**src/logic/smsp_pkg.sv**
```systemverilog
// Shared constants, register layout and state types for the serial peripheral port.
package smsp_pkg;

	// Register indices; the Wishbone byte address is four times the index.
	localparam logic [9:0] SMSP_IDX_CTRL = 10'h0d2;
	localparam logic [9:0] SMSP_IDX_DATA = 10'h0d3;
	localparam logic [9:0] SMSP_IDX_STAT = 10'h0d4;
	localparam logic [9:0] SMSP_IDX_AUX  = 10'h0d5;

	// Control register fields.
	localparam int SMSP_CTRL_EN   = 7;
	localparam int SMSP_CTRL_LSBF = 6;
	localparam int SMSP_CTRL_MS   = 5;
	localparam int SMSP_CTRL_CLOCK_IDLE_LEVEL_BIT = 4;
	localparam int SMSP_CTRL_CLOCK_EDGE_PHASE_BIT = 3;
	localparam int SMSP_CTRL_DOUBLE_RATE_BIT = 2;
	localparam int SMSP_CTRL_CLOCK_RATE_BIT_HI = 1;
	localparam int SMSP_CTRL_CLOCK_RATE_BIT_LO = 0;

	// Status register fields.
	localparam int SMSP_STAT_TC     = 7;
	localparam int SMSP_STAT_WCOL   = 6;
	localparam int SMSP_STAT_SSHIGH = 5;
	localparam int SMSP_STAT_TWOPIN = 3;
	localparam int SMSP_STAT_SELECT_ENABLE_BIT  = 2;
	localparam int SMSP_STAT_TRANSMIT_ENABLE_BIT  = 1;
	localparam int SMSP_STAT_RECEIVE_ENABLE_BIT  = 0;

	// Auxiliary register fields: select pin data, select pin direction, interrupt enable.
	localparam int SMSP_AUX_SSOUT = 0;
	localparam int SMSP_AUX_SSDIR = 1;
	localparam int SMSP_AUX_IE    = 2;

	// Reset values of the software-visible registers.
	localparam logic [7:0] SMSP_CTRL_RST = 8'h00;
	localparam logic [7:0] SMSP_DATA_RST = 8'h00;
	localparam logic [7:0] SMSP_STAT_RST = 8'h00;
	localparam logic [7:0] SMSP_AUX_RST  = 8'h00;

	// Serial clock half periods in system clocks, indexed by double-rate and rate bits.
	localparam logic [6:0] SMSP_HALF_DIV4   = 7'h02;
	localparam logic [6:0] SMSP_HALF_DIV16  = 7'h08;
	localparam logic [6:0] SMSP_HALF_DIV64  = 7'h20;
	localparam logic [6:0] SMSP_HALF_DIV128 = 7'h40;
	localparam logic [6:0] SMSP_HALF_DIV2   = 7'h01;
	localparam logic [6:0] SMSP_HALF_DIV8   = 7'h04;
	localparam logic [6:0] SMSP_HALF_DIV32  = 7'h10;

	// Index of the last of the eight bits and of the last of the sixteen edges of a transfer.
	localparam logic [2:0] SMSP_LAST_BIT  = 3'h7;
	localparam logic [3:0] SMSP_LAST_EDGE = 4'hf;

	// Transfer engine states.
	typedef enum logic [1:0] {
		SMSP_IDLE  = 2'h0,
		SMSP_SHIFT = 2'h1
	} smsp_fsm_t;

	// Pin drive group.
	typedef struct packed {
		logic sck_o;
		logic sck_oe;
		logic mosi_o;
		logic mosi_oe;
		logic miso_o;
		logic miso_oe;
		logic ss_o;
		logic ss_oe;
	} smsp_pins_t;

	// Complete state of the port.
	typedef struct packed {
		smsp_fsm_t   fsm;
		logic [7:0]  ctrl;
		logic        tc;
		logic        wcol;
		logic        ss_high;
		logic        twopin;
		logic        select_enable_bit;
		logic        transmit_enable_bit;
		logic        receive_enable_bit;
		logic        ss_out;
		logic        ss_dir;
		logic        irq_en;
		logic [7:0]  tx;
		logic [7:0]  sh;
		logic [7:0]  rx;
		logic        out_bit;
		logic        sck;
		logic [6:0]  div_cnt;
		logic [3:0]  edge_cnt;
		logic [2:0]  bit_cnt;
		logic        ss_prev;
		logic        sck_prev;
		logic        rd_armed;
		logic        ack;
		logic [31:0] dat;
		logic        irq;
		smsp_pins_t  pins;
	} smsp_state_t;

	localparam smsp_state_t SMSP_STATE_RST = '0;

	// Half period of the master serial clock for a rate selection.
	function automatic logic [6:0] smsp_half(input logic [2:0] sel);
		logic [6:0] h;
		h = SMSP_HALF_DIV4;
		case (sel)
			3'h0: h = SMSP_HALF_DIV4;
			3'h1: h = SMSP_HALF_DIV16;
			3'h2: h = SMSP_HALF_DIV64;
			3'h3: h = SMSP_HALF_DIV128;
			3'h4: h = SMSP_HALF_DIV2;
			3'h5: h = SMSP_HALF_DIV8;
			3'h6: h = SMSP_HALF_DIV32;
			default: h = SMSP_HALF_DIV64;
		endcase
		return h;
	endfunction : smsp_half

endpackage : smsp_pkg

```
**src/logic/smsp_sync.sv**
```systemverilog
// Two flip-flop synchroniser bank for the asynchronous pin inputs.
`timescale 1ns/1ps
`default_nettype none
module smsp_sync #(
	parameter int W = 4
) (
	input  wire logic         clk_sys, // System clock.
	input  wire logic         rst_n,   // Synchronous reset, active low.
	input  wire logic [W-1:0] d,       // Asynchronous inputs.
	output logic      [W-1:0] q        // Synchronised outputs.
);

	logic [W-1:0] meta_r;

	// The first stage feeds only the second, so metastability never reaches logic.
	genvar i;
	generate
		for (i = 0; i < W; i++) begin : g_bit
			always_ff @(posedge clk_sys) begin
				if (!rst_n) begin
					meta_r[i] <= 1'b0;
					q[i]      <= 1'b0;
				end else begin
					meta_r[i] <= d[i];
					q[i]      <= meta_r[i];
				end
			end
		end
	endgenerate

endmodule : smsp_sync
`default_nettype wire

```
**src/logic/smsp_top.sv**
```systemverilog
// Serial peripheral port with master and slave roles behind a Wishbone slave.
`timescale 1ns/1ps
`default_nettype none
// Operation
// - Control register sets role, clock polarity and phase before a transfer.
// - Master selects its remote slave with an active-low select line.
// - Writing a byte into the data register starts a transfer.
// - Master drives the clock and exchanges eight bits on its data lines.
// - Slave takes the external clock and exchanges eight bits with the master.
// - Completion sets the done flag and requests an interrupt if enabled.
// - With interrupt enabled, servicing the interrupt clears the done flag.
// - Without interrupt, status read then data access clears the done flag.
// - Transmit enable off releases its data pin; with receive enable off, zeros are shifted in.
// - In slave role select is an input and logic runs only while low.
// - Slave with select high stops, resets shifting, drops partial data.
// - Master seeing select low becomes slave and sets the done flag.
// - Master with select as output drives software's port data bit.
// - Select disabled frees the pin; internal select high as master, low as slave.
// - Rising select input sets the select-high flag; writing zero clears it.
// - Bit-order bit: zero sends most significant first, one least first.
// - Polarity sets clock idle level; phase picks leading or trailing sample.
module smsp_top
	import smsp_pkg::*;
(
	input  wire logic        clk_sys,  // System clock, 25 MHz.
	input  wire logic        rst_n,    // Synchronous reset, active low.
	input  wire logic        wb_cyc_i, // Wishbone cycle.
	input  wire logic        wb_stb_i, // Wishbone strobe.
	input  wire logic        wb_we_i,  // Wishbone write enable.
	input  wire logic [11:0] wb_adr_i, // Wishbone byte address.
	input  wire logic [3:0]  wb_sel_i, // Wishbone byte selects.
	input  wire logic [31:0] wb_dat_i, // Wishbone write data.
	output logic      [31:0] wb_dat_o, // Wishbone read data.
	output logic             wb_ack_o, // Wishbone acknowledge.
	input  wire logic        int_ack,  // Interrupt serviced, one-cycle pulse.
	output logic             irq,      // Interrupt request, level.
	input  wire logic        sck_i,    // Serial clock pin level.
	output logic             sck_o,    // Serial clock drive value.
	output logic             sck_oe,   // Serial clock drive enable.
	input  wire logic        mosi_i,   // Master-out pin level.
	output logic             mosi_o,   // Master-out drive value.
	output logic             mosi_oe,  // Master-out drive enable.
	input  wire logic        miso_i,   // Master-in pin level.
	output logic             miso_o,   // Master-in drive value.
	output logic             miso_oe,  // Master-in drive enable.
	input  wire logic        ss_n_i,   // Select pin level, active low.
	output logic             ss_n_o,   // Select drive value, active low.
	output logic             ss_n_oe   // Select drive enable.
);

	smsp_state_t st_r;
	smsp_state_t st_nxt;
	logic [3:0]  pin_s;
	logic        sck_s;
	logic        mosi_s;
	logic        miso_s;
	logic        ss_s;

	// Every pin input is resynchronised before the engine looks at it.
	smsp_sync #(
		.W (4)
	) u_sync (
		.clk_sys (clk_sys),
		.rst_n   (rst_n),
		.d       ({sck_i, mosi_i, miso_i, ss_n_i}),
		.q       (pin_s)
	);

	assign sck_s  = pin_s[3];
	assign mosi_s = pin_s[2];
	assign miso_s = pin_s[1];
	assign ss_s   = pin_s[0];

	// Next-state logic for the bus slave, flags and transfer engine.
	always_comb begin
		logic       en;
		logic       mst;
		logic       clock_idle_level_bit;
		logic       clock_edge_phase_bit;
		logic       lsbf;
		logic       ss_input;
		logic       ss_int;
		logic       din;
		logic       edge_ev;
		logic       lead;
		logic       trail;
		logic       sample;
		logic       setup;
		logic [6:0] half;
		logic [7:0] sh_in;
		logic       access;
		logic [9:0] idx;
		logic       data_acc;
		logic       col_ev;
		st_nxt   = st_r;
		en       = st_r.ctrl[SMSP_CTRL_EN];
		mst      = st_r.ctrl[SMSP_CTRL_MS];
		clock_idle_level_bit     = st_r.ctrl[SMSP_CTRL_CLOCK_IDLE_LEVEL_BIT];
		clock_edge_phase_bit     = st_r.ctrl[SMSP_CTRL_CLOCK_EDGE_PHASE_BIT];
		lsbf     = st_r.ctrl[SMSP_CTRL_LSBF];
		half     = smsp_half(st_r.ctrl[SMSP_CTRL_DOUBLE_RATE_BIT:SMSP_CTRL_CLOCK_RATE_BIT_LO]);
		edge_ev  = 1'b0;
		lead     = 1'b0;
		trail    = 1'b0;
		access   = wb_cyc_i && wb_stb_i && !st_r.ack;
		idx      = wb_adr_i[11:2];
		data_acc = 1'b0;
		col_ev   = 1'b0;
		sample   = 1'b0;
		setup    = 1'b0;
		// With select enabled a slave listens on the pin; a master only when its direction is also input.
		ss_input = st_r.select_enable_bit && !(mst && st_r.ss_dir);
		ss_int   = ss_input ? ss_s : mst;
		din      = st_r.receive_enable_bit && (mst ? miso_s : mosi_s);
		sh_in    = lsbf ? {din, st_r.sh[7:1]} : {st_r.sh[6:0], din};

		// Bus slave: one wait state, unmapped reads return zero and writes are dropped.
		st_nxt.ack = access;
		if (access && wb_we_i && wb_sel_i[0]) begin
			case (idx)
				SMSP_IDX_CTRL: st_nxt.ctrl = wb_dat_i[7:0];
				SMSP_IDX_DATA: begin
					data_acc = 1'b1;
					if (st_r.fsm == SMSP_SHIFT) begin
						col_ev = 1'b1;
					end else if (en) begin
						st_nxt.fsm      = SMSP_SHIFT;
						st_nxt.tx       = wb_dat_i[7:0];
						st_nxt.sh       = wb_dat_i[7:0];
						st_nxt.out_bit  = lsbf ? wb_dat_i[0] : wb_dat_i[7];
						st_nxt.div_cnt  = 7'h00;
						st_nxt.edge_cnt = 4'h0;
						st_nxt.bit_cnt  = 3'h0;
						st_nxt.sck      = clock_idle_level_bit;
					end
				end
				SMSP_IDX_STAT: begin
					if (!wb_dat_i[SMSP_STAT_SSHIGH]) begin
						st_nxt.ss_high = 1'b0;
					end
					st_nxt.twopin = wb_dat_i[SMSP_STAT_TWOPIN];
					st_nxt.select_enable_bit  = wb_dat_i[SMSP_STAT_SELECT_ENABLE_BIT];
					st_nxt.transmit_enable_bit  = wb_dat_i[SMSP_STAT_TRANSMIT_ENABLE_BIT];
					st_nxt.receive_enable_bit  = wb_dat_i[SMSP_STAT_RECEIVE_ENABLE_BIT];
				end
				SMSP_IDX_AUX: begin
					st_nxt.ss_out = wb_dat_i[SMSP_AUX_SSOUT];
					st_nxt.ss_dir = wb_dat_i[SMSP_AUX_SSDIR];
					st_nxt.irq_en = wb_dat_i[SMSP_AUX_IE];
				end
				default: st_nxt.ack = access;
			endcase
		end
		// Read mux, registered so the answer appears with the acknowledge.
		st_nxt.dat = 32'h0000_0000;
		if (access && !wb_we_i) begin
			case (idx)
				SMSP_IDX_CTRL: st_nxt.dat[7:0] = st_r.ctrl;
				SMSP_IDX_DATA: begin
					st_nxt.dat[7:0] = st_r.rx;
					data_acc        = 1'b1;
				end
				SMSP_IDX_STAT: begin
					st_nxt.dat[7:0] = {st_r.tc, st_r.wcol, st_r.ss_high, 1'b0,
						st_r.twopin, st_r.select_enable_bit, st_r.transmit_enable_bit, st_r.receive_enable_bit};
					st_nxt.rd_armed = st_r.tc || st_r.wcol;
				end
				SMSP_IDX_AUX: st_nxt.dat[7:0] = {5'h00, st_r.irq_en, st_r.ss_dir, st_r.ss_out};
				default: st_nxt.dat = 32'h0000_0000;
			endcase
		end

		// Flag clearing runs before any set below, so a coincident event wins.
		if (data_acc && st_r.rd_armed) begin
			st_nxt.rd_armed = 1'b0;
			if (!st_r.irq_en) begin
				st_nxt.tc   = 1'b0;
				st_nxt.wcol = 1'b0;
			end
		end
		if (int_ack && st_r.irq_en) begin
			st_nxt.tc = 1'b0;
		end
		// A collision in the same cycle as the clearing access stays visible.
		if (col_ev) begin
			st_nxt.wcol = 1'b1;
		end

		// Master clock divider; one event per half period of the serial clock.
		// Returning data crosses the synchroniser, so reception needs a half period of three clocks.
		// The two fastest rates therefore transmit correctly but cannot receive.
		if (st_r.fsm == SMSP_SHIFT && mst) begin
			if (st_r.div_cnt == half - 7'h01) begin
				st_nxt.div_cnt = 7'h00;
				st_nxt.sck     = !st_r.sck;
				edge_ev        = 1'b1;
				lead           = (st_r.sck == clock_idle_level_bit);
				trail          = (st_r.sck != clock_idle_level_bit);
			end else begin
				st_nxt.div_cnt = st_r.div_cnt + 7'h01;
			end
		end else if (st_r.fsm == SMSP_SHIFT && !ss_int && sck_s != st_r.sck_prev) begin
			edge_ev = 1'b1;
			lead    = (st_r.sck_prev == clock_idle_level_bit);
			trail   = (st_r.sck_prev != clock_idle_level_bit);
		end
		st_nxt.sck_prev = sck_s;

		// Phase picks which edge samples and which edge presents the next bit.
		sample = clock_edge_phase_bit ? trail : lead;
		setup  = clock_edge_phase_bit ? lead : trail;
		if (sample) begin
			st_nxt.sh      = sh_in;
			st_nxt.bit_cnt = st_r.bit_cnt + 3'h1;
		end
		if (setup) begin
			st_nxt.out_bit = lsbf ? st_r.sh[0] : st_r.sh[7];
		end
		if (edge_ev) begin
			st_nxt.edge_cnt = st_r.edge_cnt + 4'h1;
		end
		// A master finishes after the last edge, a slave after the eighth sample.
		if ((mst && edge_ev && st_r.edge_cnt == SMSP_LAST_EDGE) ||
			(!mst && sample && st_r.bit_cnt == SMSP_LAST_BIT)) begin
			st_nxt.fsm = SMSP_IDLE;
			st_nxt.rx  = st_nxt.sh;
			st_nxt.tc  = 1'b1;
		end

		// An idle slave select resets shifting but keeps the armed byte.
		if (!mst && ss_int) begin
			st_nxt.sh       = st_r.tx;
			st_nxt.out_bit  = lsbf ? st_r.tx[0] : st_r.tx[7];
			st_nxt.bit_cnt  = 3'h0;
			st_nxt.edge_cnt = 4'h0;
		end

		// Another master pulling select low demotes this one to avoid contention.
		if (en && mst && ss_input && !ss_s) begin
			st_nxt.ctrl[SMSP_CTRL_MS] = 1'b0;
			st_nxt.tc                 = 1'b1;
			st_nxt.fsm                = SMSP_IDLE;
			st_nxt.edge_cnt           = 4'h0;
			st_nxt.bit_cnt            = 3'h0;
		end

		// Rising select input, either role.
		if (ss_input && ss_s && !st_r.ss_prev) begin
			st_nxt.ss_high = 1'b1;
		end
		st_nxt.ss_prev = ss_s;

		// A disabled port stops at once and parks the clock at its idle level.
		if (!en) begin
			st_nxt.fsm      = SMSP_IDLE;
			st_nxt.sck      = clock_idle_level_bit;
			st_nxt.div_cnt  = 7'h00;
			st_nxt.edge_cnt = 4'h0;
			st_nxt.bit_cnt  = 3'h0;
		end

		// Pin drive from the updated state, so drives follow role changes promptly.
		st_nxt.irq          = st_nxt.tc && st_nxt.irq_en;
		st_nxt.pins.sck_oe  = en && st_nxt.ctrl[SMSP_CTRL_MS];
		st_nxt.pins.sck_o   = (st_nxt.fsm == SMSP_SHIFT) ? st_nxt.sck : st_nxt.ctrl[SMSP_CTRL_CLOCK_IDLE_LEVEL_BIT];
		st_nxt.pins.mosi_oe = en && st_nxt.ctrl[SMSP_CTRL_MS] && st_nxt.transmit_enable_bit;
		st_nxt.pins.mosi_o  = st_nxt.out_bit;
		st_nxt.pins.miso_oe = en && !st_nxt.ctrl[SMSP_CTRL_MS] && st_nxt.transmit_enable_bit && !ss_int;
		st_nxt.pins.miso_o  = st_nxt.out_bit;
		st_nxt.pins.ss_oe   = st_nxt.ctrl[SMSP_CTRL_MS] && st_nxt.select_enable_bit && st_nxt.ss_dir;
		st_nxt.pins.ss_o    = st_nxt.ss_out;
	end

	// Single state register; everything resets to zero.
	always_ff @(posedge clk_sys) begin
		if (!rst_n) begin
			st_r <= SMSP_STATE_RST;
		end else begin
			st_r <= st_nxt;
		end
	end

	// Outputs come straight from the state register.
	assign wb_dat_o = st_r.dat;
	assign wb_ack_o = st_r.ack;
	assign irq      = st_r.irq;
	assign sck_o    = st_r.pins.sck_o;
	assign sck_oe   = st_r.pins.sck_oe;
	assign mosi_o   = st_r.pins.mosi_o;
	assign mosi_oe  = st_r.pins.mosi_oe;
	assign miso_o   = st_r.pins.miso_o;
	assign miso_oe  = st_r.pins.miso_oe;
	assign ss_n_o   = st_r.pins.ss_o;
	assign ss_n_oe  = st_r.pins.ss_oe;

endmodule : smsp_top
`default_nettype wire

```
**config.mk**
```make
export PLATFORM = sky130hd
export DESIGN_NAME = smsp_top
export DESIGN_NICKNAME = d
export VERILOG_FILES = /design/src/logic/smsp_pkg.sv /design/src/logic/smsp_sync.sv /design/src/logic/smsp_top.sv
export SDC_FILE = /design/constraint.sdc
export NUM_CORES = 1
export LEC_CHECK = 0
export ABC_AREA = 1
export ABC_CLOCK_PERIOD_IN_PS = 2050
export BUFFER_PORTS_ARGS = -buffer_cell sky130_fd_sc_hd__buf_2
export CORE_MARGIN = 3
export CORE_UTILIZATION = 45
export CTS_BUF_LIST = sky130_fd_sc_hd__clkbuf_2
export DETAILED_ROUTE_END_ITERATION = 10
export GPL_ROUTABILITY_DRIVEN = 0
export MAX_ROUTING_LAYER = met4
export PLACE_DENSITY_LB_ADDON = 0.2
export SETUP_SLACK_MARGIN = 0.2
export SLEW_MARGIN = 10
export SYNTH_ARGS = -nofsm -noshare
export SYNTH_HDL_FRONTEND = slang
export SYNTH_HIERARCHICAL = 1
export SYNTH_SLANG_ARGS = --single-unit
```
**constraint.sdc**
```tcl
create_clock -name clk_sys -period 2.05 [get_ports clk_sys]
set_input_delay 0 -clock clk_sys [delete_from_list [all_inputs] [get_ports clk_sys]]
set_output_delay 0 -clock clk_sys [all_outputs]
set_load 0.01 [all_outputs]
```
After elaboration in Yosys (flattened, before gate mapping)
Index checks and enable logic that the tools add are counted.
W data, S select, Z words.
{"block": "classes", "add_sub_neg": 4, "order_cmp": 0, "muxes": 66, "n_shift": 0, "eq_ne": 25, "n_div": 0, "n_reduce_logical": 73, "n_mul": 0, "n_bitwise": 3}
{"cell": "$mux W16", "count": 7}
{"cell": "$pmux W7 S6", "count": 1}
{"cell": "$eq A10 B8 Y1 const B", "count": 4}
{"cell": "$mux W8", "count": 5}
{"cell": "$mux W1", "count": 34}
{"cell": "$pmux W8 S4", "count": 1}
{"cell": "$logic_and A1 B1 Y1", "count": 31}
{"cell": "$mux W24", "count": 1}
{"cell": "$reduce_bool A2 Y1", "count": 12}
{"cell": "$mux W7", "count": 3}
{"cell": "$reduce_and A4 Y1", "count": 5}
{"cell": "$mux W2", "count": 8}
{"cell": "$mux W15", "count": 1}
{"cell": "$reduce_and A2 Y1", "count": 7}
{"cell": "$eq A3 B3 Y1 const B", "count": 4}
{"cell": "$mux W10", "count": 1}
{"cell": "$logic_not A1 Y1", "count": 9}
{"cell": "$reduce_bool A3 Y1", "count": 3}
{"cell": "$ne A2 B1 Y1 const B", "count": 4}
{"cell": "$add A7 B1 Y7 const B", "count": 1}
{"cell": "$eq A7 B7 Y1", "count": 1}
{"cell": "$sub A7 B1 Y7 const B", "count": 1}
{"cell": "$mux W3", "count": 2}
{"cell": "$mux W5", "count": 1}
{"cell": "17 further kinds", "count": 24}
{"block": "totals", "memories": 0, "in_bits": 58, "output_inout_bits": 42, "mem_bits_ro": 0, "ff_bits": 110, "latchBits": 0, "elab_cells": 212, "mem_bits_rw": 0}

Logic depth before layout (Yosys ltp)
{"block": "logic_depth", "depth_word": 18, "mapped_depth": 16, "mapped_depth_nobuf": 16}

Hierarchy
The synthesis kept the hierarchy.
{"mod": "smsp_top", "seq_area_each_um2": 1561.5, "area_each_um2": 4053.9, "cells_per_inst": 595, "instances": 1}
{"mod": "smsp_sync", "seq_area_each_um2": 160.2, "area_each_um2": 225.2, "cells_per_inst": 25, "instances": 1}

Least setup slack after synthesis
Ideal clock, no wire load.
{"block": "synth_path", "kind": "register to register", "from": "register st_r[100] (netlist bit)", "to": "register st_r[70] (netlist bit)", "stages_incl_launch_ff": 15, "required_time_ns": 1.937, "period_less_slack_ns": 1.722, "arrival_time_ns": 1.609, "setup_ns": 0.113, "n_path_buf": 2, "setup_slack_ns": 0.328, "path_cell_list": "dfxtp_1 buf_6 nand2_2 nand2_4 nor2_2 a21oi_2 nand2_1 or2_1 nand3_2 nand2_2 buf_6 nand3_1 nand3_1 o21ai_1 inv_1"}
{"block": "synth_between", "elab_chain_len": 12, "word_cells_on_any_way": 17, "classes_between": "mux (8); reduce/logical (9)"}
{"element": "start, declared", "line": "smsp_top.sv:51", "source": "smsp_state_t st_r;"}
{"element": "start signal, assigned", "line": "smsp_top.sv:279", "source": "st_r <= st_nxt;"}
{"element": "$logic_and A1 B1 Y1", "line": "smsp_top.sv:112", "source": "ss_input = st_r.select_enable_bit && !(mst && st_r.ss_dir);"}
{"element": "$logic_not A1 Y1", "line": "smsp_top.sv:112"}
{"element": "$logic_and A1 B1 Y1", "line": "smsp_top.sv:112"}
{"element": "$mux W1", "line": "smsp_top.sv:113", "source": "ss_int = ss_input ? ss_s : mst;"}
{"element": "$logic_not A1 Y1", "line": "smsp_top.sv:202", "source": "end else if (st_r.fsm == SMSP_SHIFT && !ss_int && sck_s != st_r.sck_prev) begin"}
{"element": "$logic_and A1 B1 Y1 (2 in series)", "line": "smsp_top.sv:202"}
{"element": "$mux W1", "line": "smsp_top.sv:202"}
{"element": "$mux W1", "line": "smsp_top.sv:192", "source": "if (st_r.fsm == SMSP_SHIFT && mst) begin"}
{"element": "$mux W1", "line": "smsp_top.sv:210", "source": "sample = clock_edge_phase_bit ? trail : lead;"}
{"element": "$mux W8", "line": "smsp_top.sv:212", "source": "if (sample) begin"}
{"element": "$mux W8 (*)", "line": "smsp_top.sv:231", "source": "if (!mst && ss_int) begin"}
Mark *: on every way between the ends. The rest lies on a longest branch, timed or not.
A chain may end at the register's enable or synchronous reset.

Final worst setup path
{"block": "layout_path", "from": "register st_r[104] (netlist bit)", "to": "register st_r[66] (netlist bit)"}
{"block": "layout_between", "elab_chain_len": 9, "word_cells_on_any_way": 20, "classes_between": "eq/ne (1); mux (11); reduce/logical (8)"}
{"element": "$eq A2 B1 Y1 (*)", "line": "smsp_top.sv:124, smsp_top.sv:192, smsp_top.sv:202"}
{"element": "$logic_and A1 B1 Y1 (2 in series)", "line": "smsp_top.sv:202"}
{"element": "$mux W1", "line": "smsp_top.sv:202"}
{"element": "$mux W1", "line": "smsp_top.sv:192"}
{"element": "$mux W1", "line": "smsp_top.sv:210"}
{"element": "$logic_and A1 B1 Y1 (2 in series)", "line": "smsp_top.sv:224", "source": "(!mst && sample && st_r.bit_cnt == SMSP_LAST_BIT)) begin"}
{"element": "$logic_or A1 B1 Y1", "line": "smsp_top.sv:223", "source": "if ((mst && edge_ev && st_r.edge_cnt == SMSP_LAST_EDGE) ||"}
Mark *: on every way between the ends. The rest lies on a longest branch, timed or not. The select of a mux whose other input is x is not followed.

==> results_dict.tcl <==
set metrics [dict create \
    die_w_um 104 \
    drt-vias-per-instance 5.03 \
    synth-seq-cells 86 \
    track_usage_pct 21.5 \
    fin_crit_ns 1.96 \
    first_pass_iters 5 \
    final_area_um2 5420 \
    tightest_slew_ns 0.861 \
    path_max_fanout 8 \
    netlist_instances 620 \
    p_leak_nw 2.48 \
    dp.cells 783 \
    areaGrowthSynthToFinish_pct 26.6 \
    wl_mm 11.8 \
    synth.most_common_cell "nand2_1" \
    status "completed" \
    r2r_cells 11 \
    finalSetupViolCount 0 \
    period_share_pct 95.6 \
    cts_htree_levels 3 \
    first_global_vias 3842 \
    antenna_found_initial 0 \
    synth_top_area_cell "dfxtp_1" \
    yosysSeqAreaShare_pct 40.2 \
    synthArstFlopShare_pct 0 \
    final_max_slew_viol_count 0 \
    critPathArrivalTime_ns 2.45 \
    nFillCells 824 \
    synth_commonest_cells "nand2_1, dfxtp_1, nor2_1, inv_1, nand3_1" \
    grt_pass1_wl_mm 18.5 \
    hold_viol 0 \
    holdPathEnd "st_r[42]" \
    cts.sinks 86 \
    rsz0062_at_grt "yes" \
    relSlewSlack_pct 42.5 \
    synth_flop_cell "dfxtp_1" \
    initial_utilization_pct 47.7 \
    synthesis.area_um2 4280 \
    worst_hold_path_type "input pin to flip-flop" \
    avgSynthCellArea_um2 6.90 \
    cts_tree "built" \
    worstHoldPathCells 7 \
    wl_per_cell_um 14.0 \
    hp-start "wb_adr_i[10]" \
    cts_inserted_buffers 9 \
    drc_errors 0 \
    portBuffers 46 \
    reg2reg_to "st_r[66]" \
    crit-reg2reg-launch "st_r[104]" \
    max_freq_mhz 510 \
    clock_skew_ns 0.0262 \
    cts-root-buf "clkbuf_2" \
    synthDistinctLibCells 37 \
    core_um2 8980 \
    crit_type "flip-flop to flip-flop" \
    placed_cell_area_um2 4560 \
    synth.area.top_cells "dfxtp_1, nand2_1, nor2_1" \
    crit_path_end_kind "flip-flop" \
    layout-drive-gt1-share_pct 23.0 \
    antenna_left 0 \
    dieArea_um2 10700 \
    synth_top_area_share_pct 40.2 \
    cp.required_ns 2.54 \
    reg2reg_slack_ns 0.09 \
    grt_max_degree 25 \
    grt_overflow 0 \
    clock_latency_ns 0.54 \
    rows 34 \
    yosys_warnings 6 \
    pin_count 100 \
    p_per_area_nw_per_um2 549 \
    cp-start-kind "flip-flop" \
    instances_no_fill 840 \
    hold_slack_ns 0.0238 \
    synth_edf_count 0 \
    cts_buffer_depth 2 \
    max_cap_viol_count 0 \
    dr_total_vias 4224 \
    antenna_cells 0 \
    place_hpwl_mm 8.03 \
    max-vdd-ir-drop_uv 308 \
    fp.dieH_um 104 \
    nets 771 \
    dr.first_iter.drc_count 260 \
    clk_pin_slew_ns 0.25 \
    tns_ns 0 \
]
sequential cells by signal, indices dropped and copies added, names as in the netlist:
| name | count |
|---|---|
| ss_n_oe | 1 |
| u_sync/q | 4 |
| u_sync/meta_r | 4 |
| wb_dat_o | 8 |
| sck_o | 1 |
| mosi_oe | 1 |
| irq | 1 |
| wb_ack_o | 1 |
| miso_oe | 1 |
| sck_oe | 1 |
| miso_o | 1 |
| st_r | 61 |
| ss_n_o | 1 |
logic make-up after synthesis:
logic type	share of synthesized area, %
xor+xnor	1.23
simple gates	28.0
fa+ha+maj	1.17
buf+inv	15.8
flops	40.2
compound gates	13.3
other cells	0.0876
mux	0.234
cell usage in the layout (no fill, tap or decap), types with 12 or more instances in the layout:
| cell | n |
|---|---|
| nand3_2 | 19 |
| nand2_1 | 109 |
| dfxtp_1 | 79 |
| nor2_2 | 12 |
| inv_1 | 79 |
| o21ai_0 | 36 |
| conb_1 | 24 |
| nand3_1 | 28 |
| dlygate4sd3_1 | 30 |
| buf_2 | 46 |
| nor2_1 | 72 |
| a21oi_1 | 33 |
| buf_4 | 25 |
critical path: stages, from the launching register on:
cell and delay (ns):
dfxtp_1 0.37, nor2_2 0.16, inv_1 0.10, nor3_2 0.18
nand2_1 0.13, or2_1 0.28, nand3_4 0.16, nand3_4 0.11
nand2_4 0.10, buf_6 0.13, o21ai_0 0.08, nor2_1 0.10
through the flow:
step	power, mW	setup slack [ns]	utilization (%)
final	2.97	0.0909	60.4
after global routing	3.09	-0.0709	60.4
after CTS	2.98	0.173	56.5
after detailed placement	1.83	0.00515	50.8
after global placement	1.83	0.0450	50.8
after floorplan	1.81	0.328	-
power by group:
part           internal [mW]  switching, mW
logic                 0.0690         0.0888
registers               1.68        0.00365
clock network          0.519          0.612
worst max path at each step:
| stage | startpoint | endpoint | slack (ns) | depth (start not counted) |
|---|---|---|---|---|
| after floorplan | st_r[100] | st_r[70] | 0.33 | 14 |
| after global placement | st_r[97] | st_r[66] | 0.04 | 15 |
| after detailed placement | st_r[96] | st_r[66] | 0.005 | 13 |
| after CTS | st_r[95] | st_r[62] | 0.17 | 15 |
| after global routing | st_r[103] | st_r[64] | -0.07 | 12 |
| final | st_r[104] | st_r[66] | 0.09 | 11 |
what timing repair did:
action,in CTS,in global routing
setup endpoints to repair,26,38
resized for setup,21,70
setup buffers,2,6
endpoints found under the hold margin,72,13
cloned,0,3
pin swaps,6,21
hold buffers,29,1
cell type report:
type | instances | area (um^2) | share of cell area, %
clock buffers | 9 | 45.0 | 0.831
repair buffers | 106 | 792 | 14.6
clock inverters | 7 | 113 | 2.08
flip-flops and latches | 86 | 1740 | 32.1
multi-input cells | 418 | 2220 | 40.9
well taps | 126 | 158 | 2.91
inverters | 88 | 354 | 6.54
per-layer routing:
| layer | routed length (um) | vias to the layer above | GRT usage (%) |
|---|---|---|---|
| met5 | 0 | - | - |
| met1 | 5360 | 1971 | 28.3 |
| met4 | 146 | 0 | 5.70 |
| met3 | 643 | 17 | 2.92 |
| li1 | - | 2105 | - |
| met2 | 5640 | 131 | 35.1 |
(Power assumes the default switching activity.)
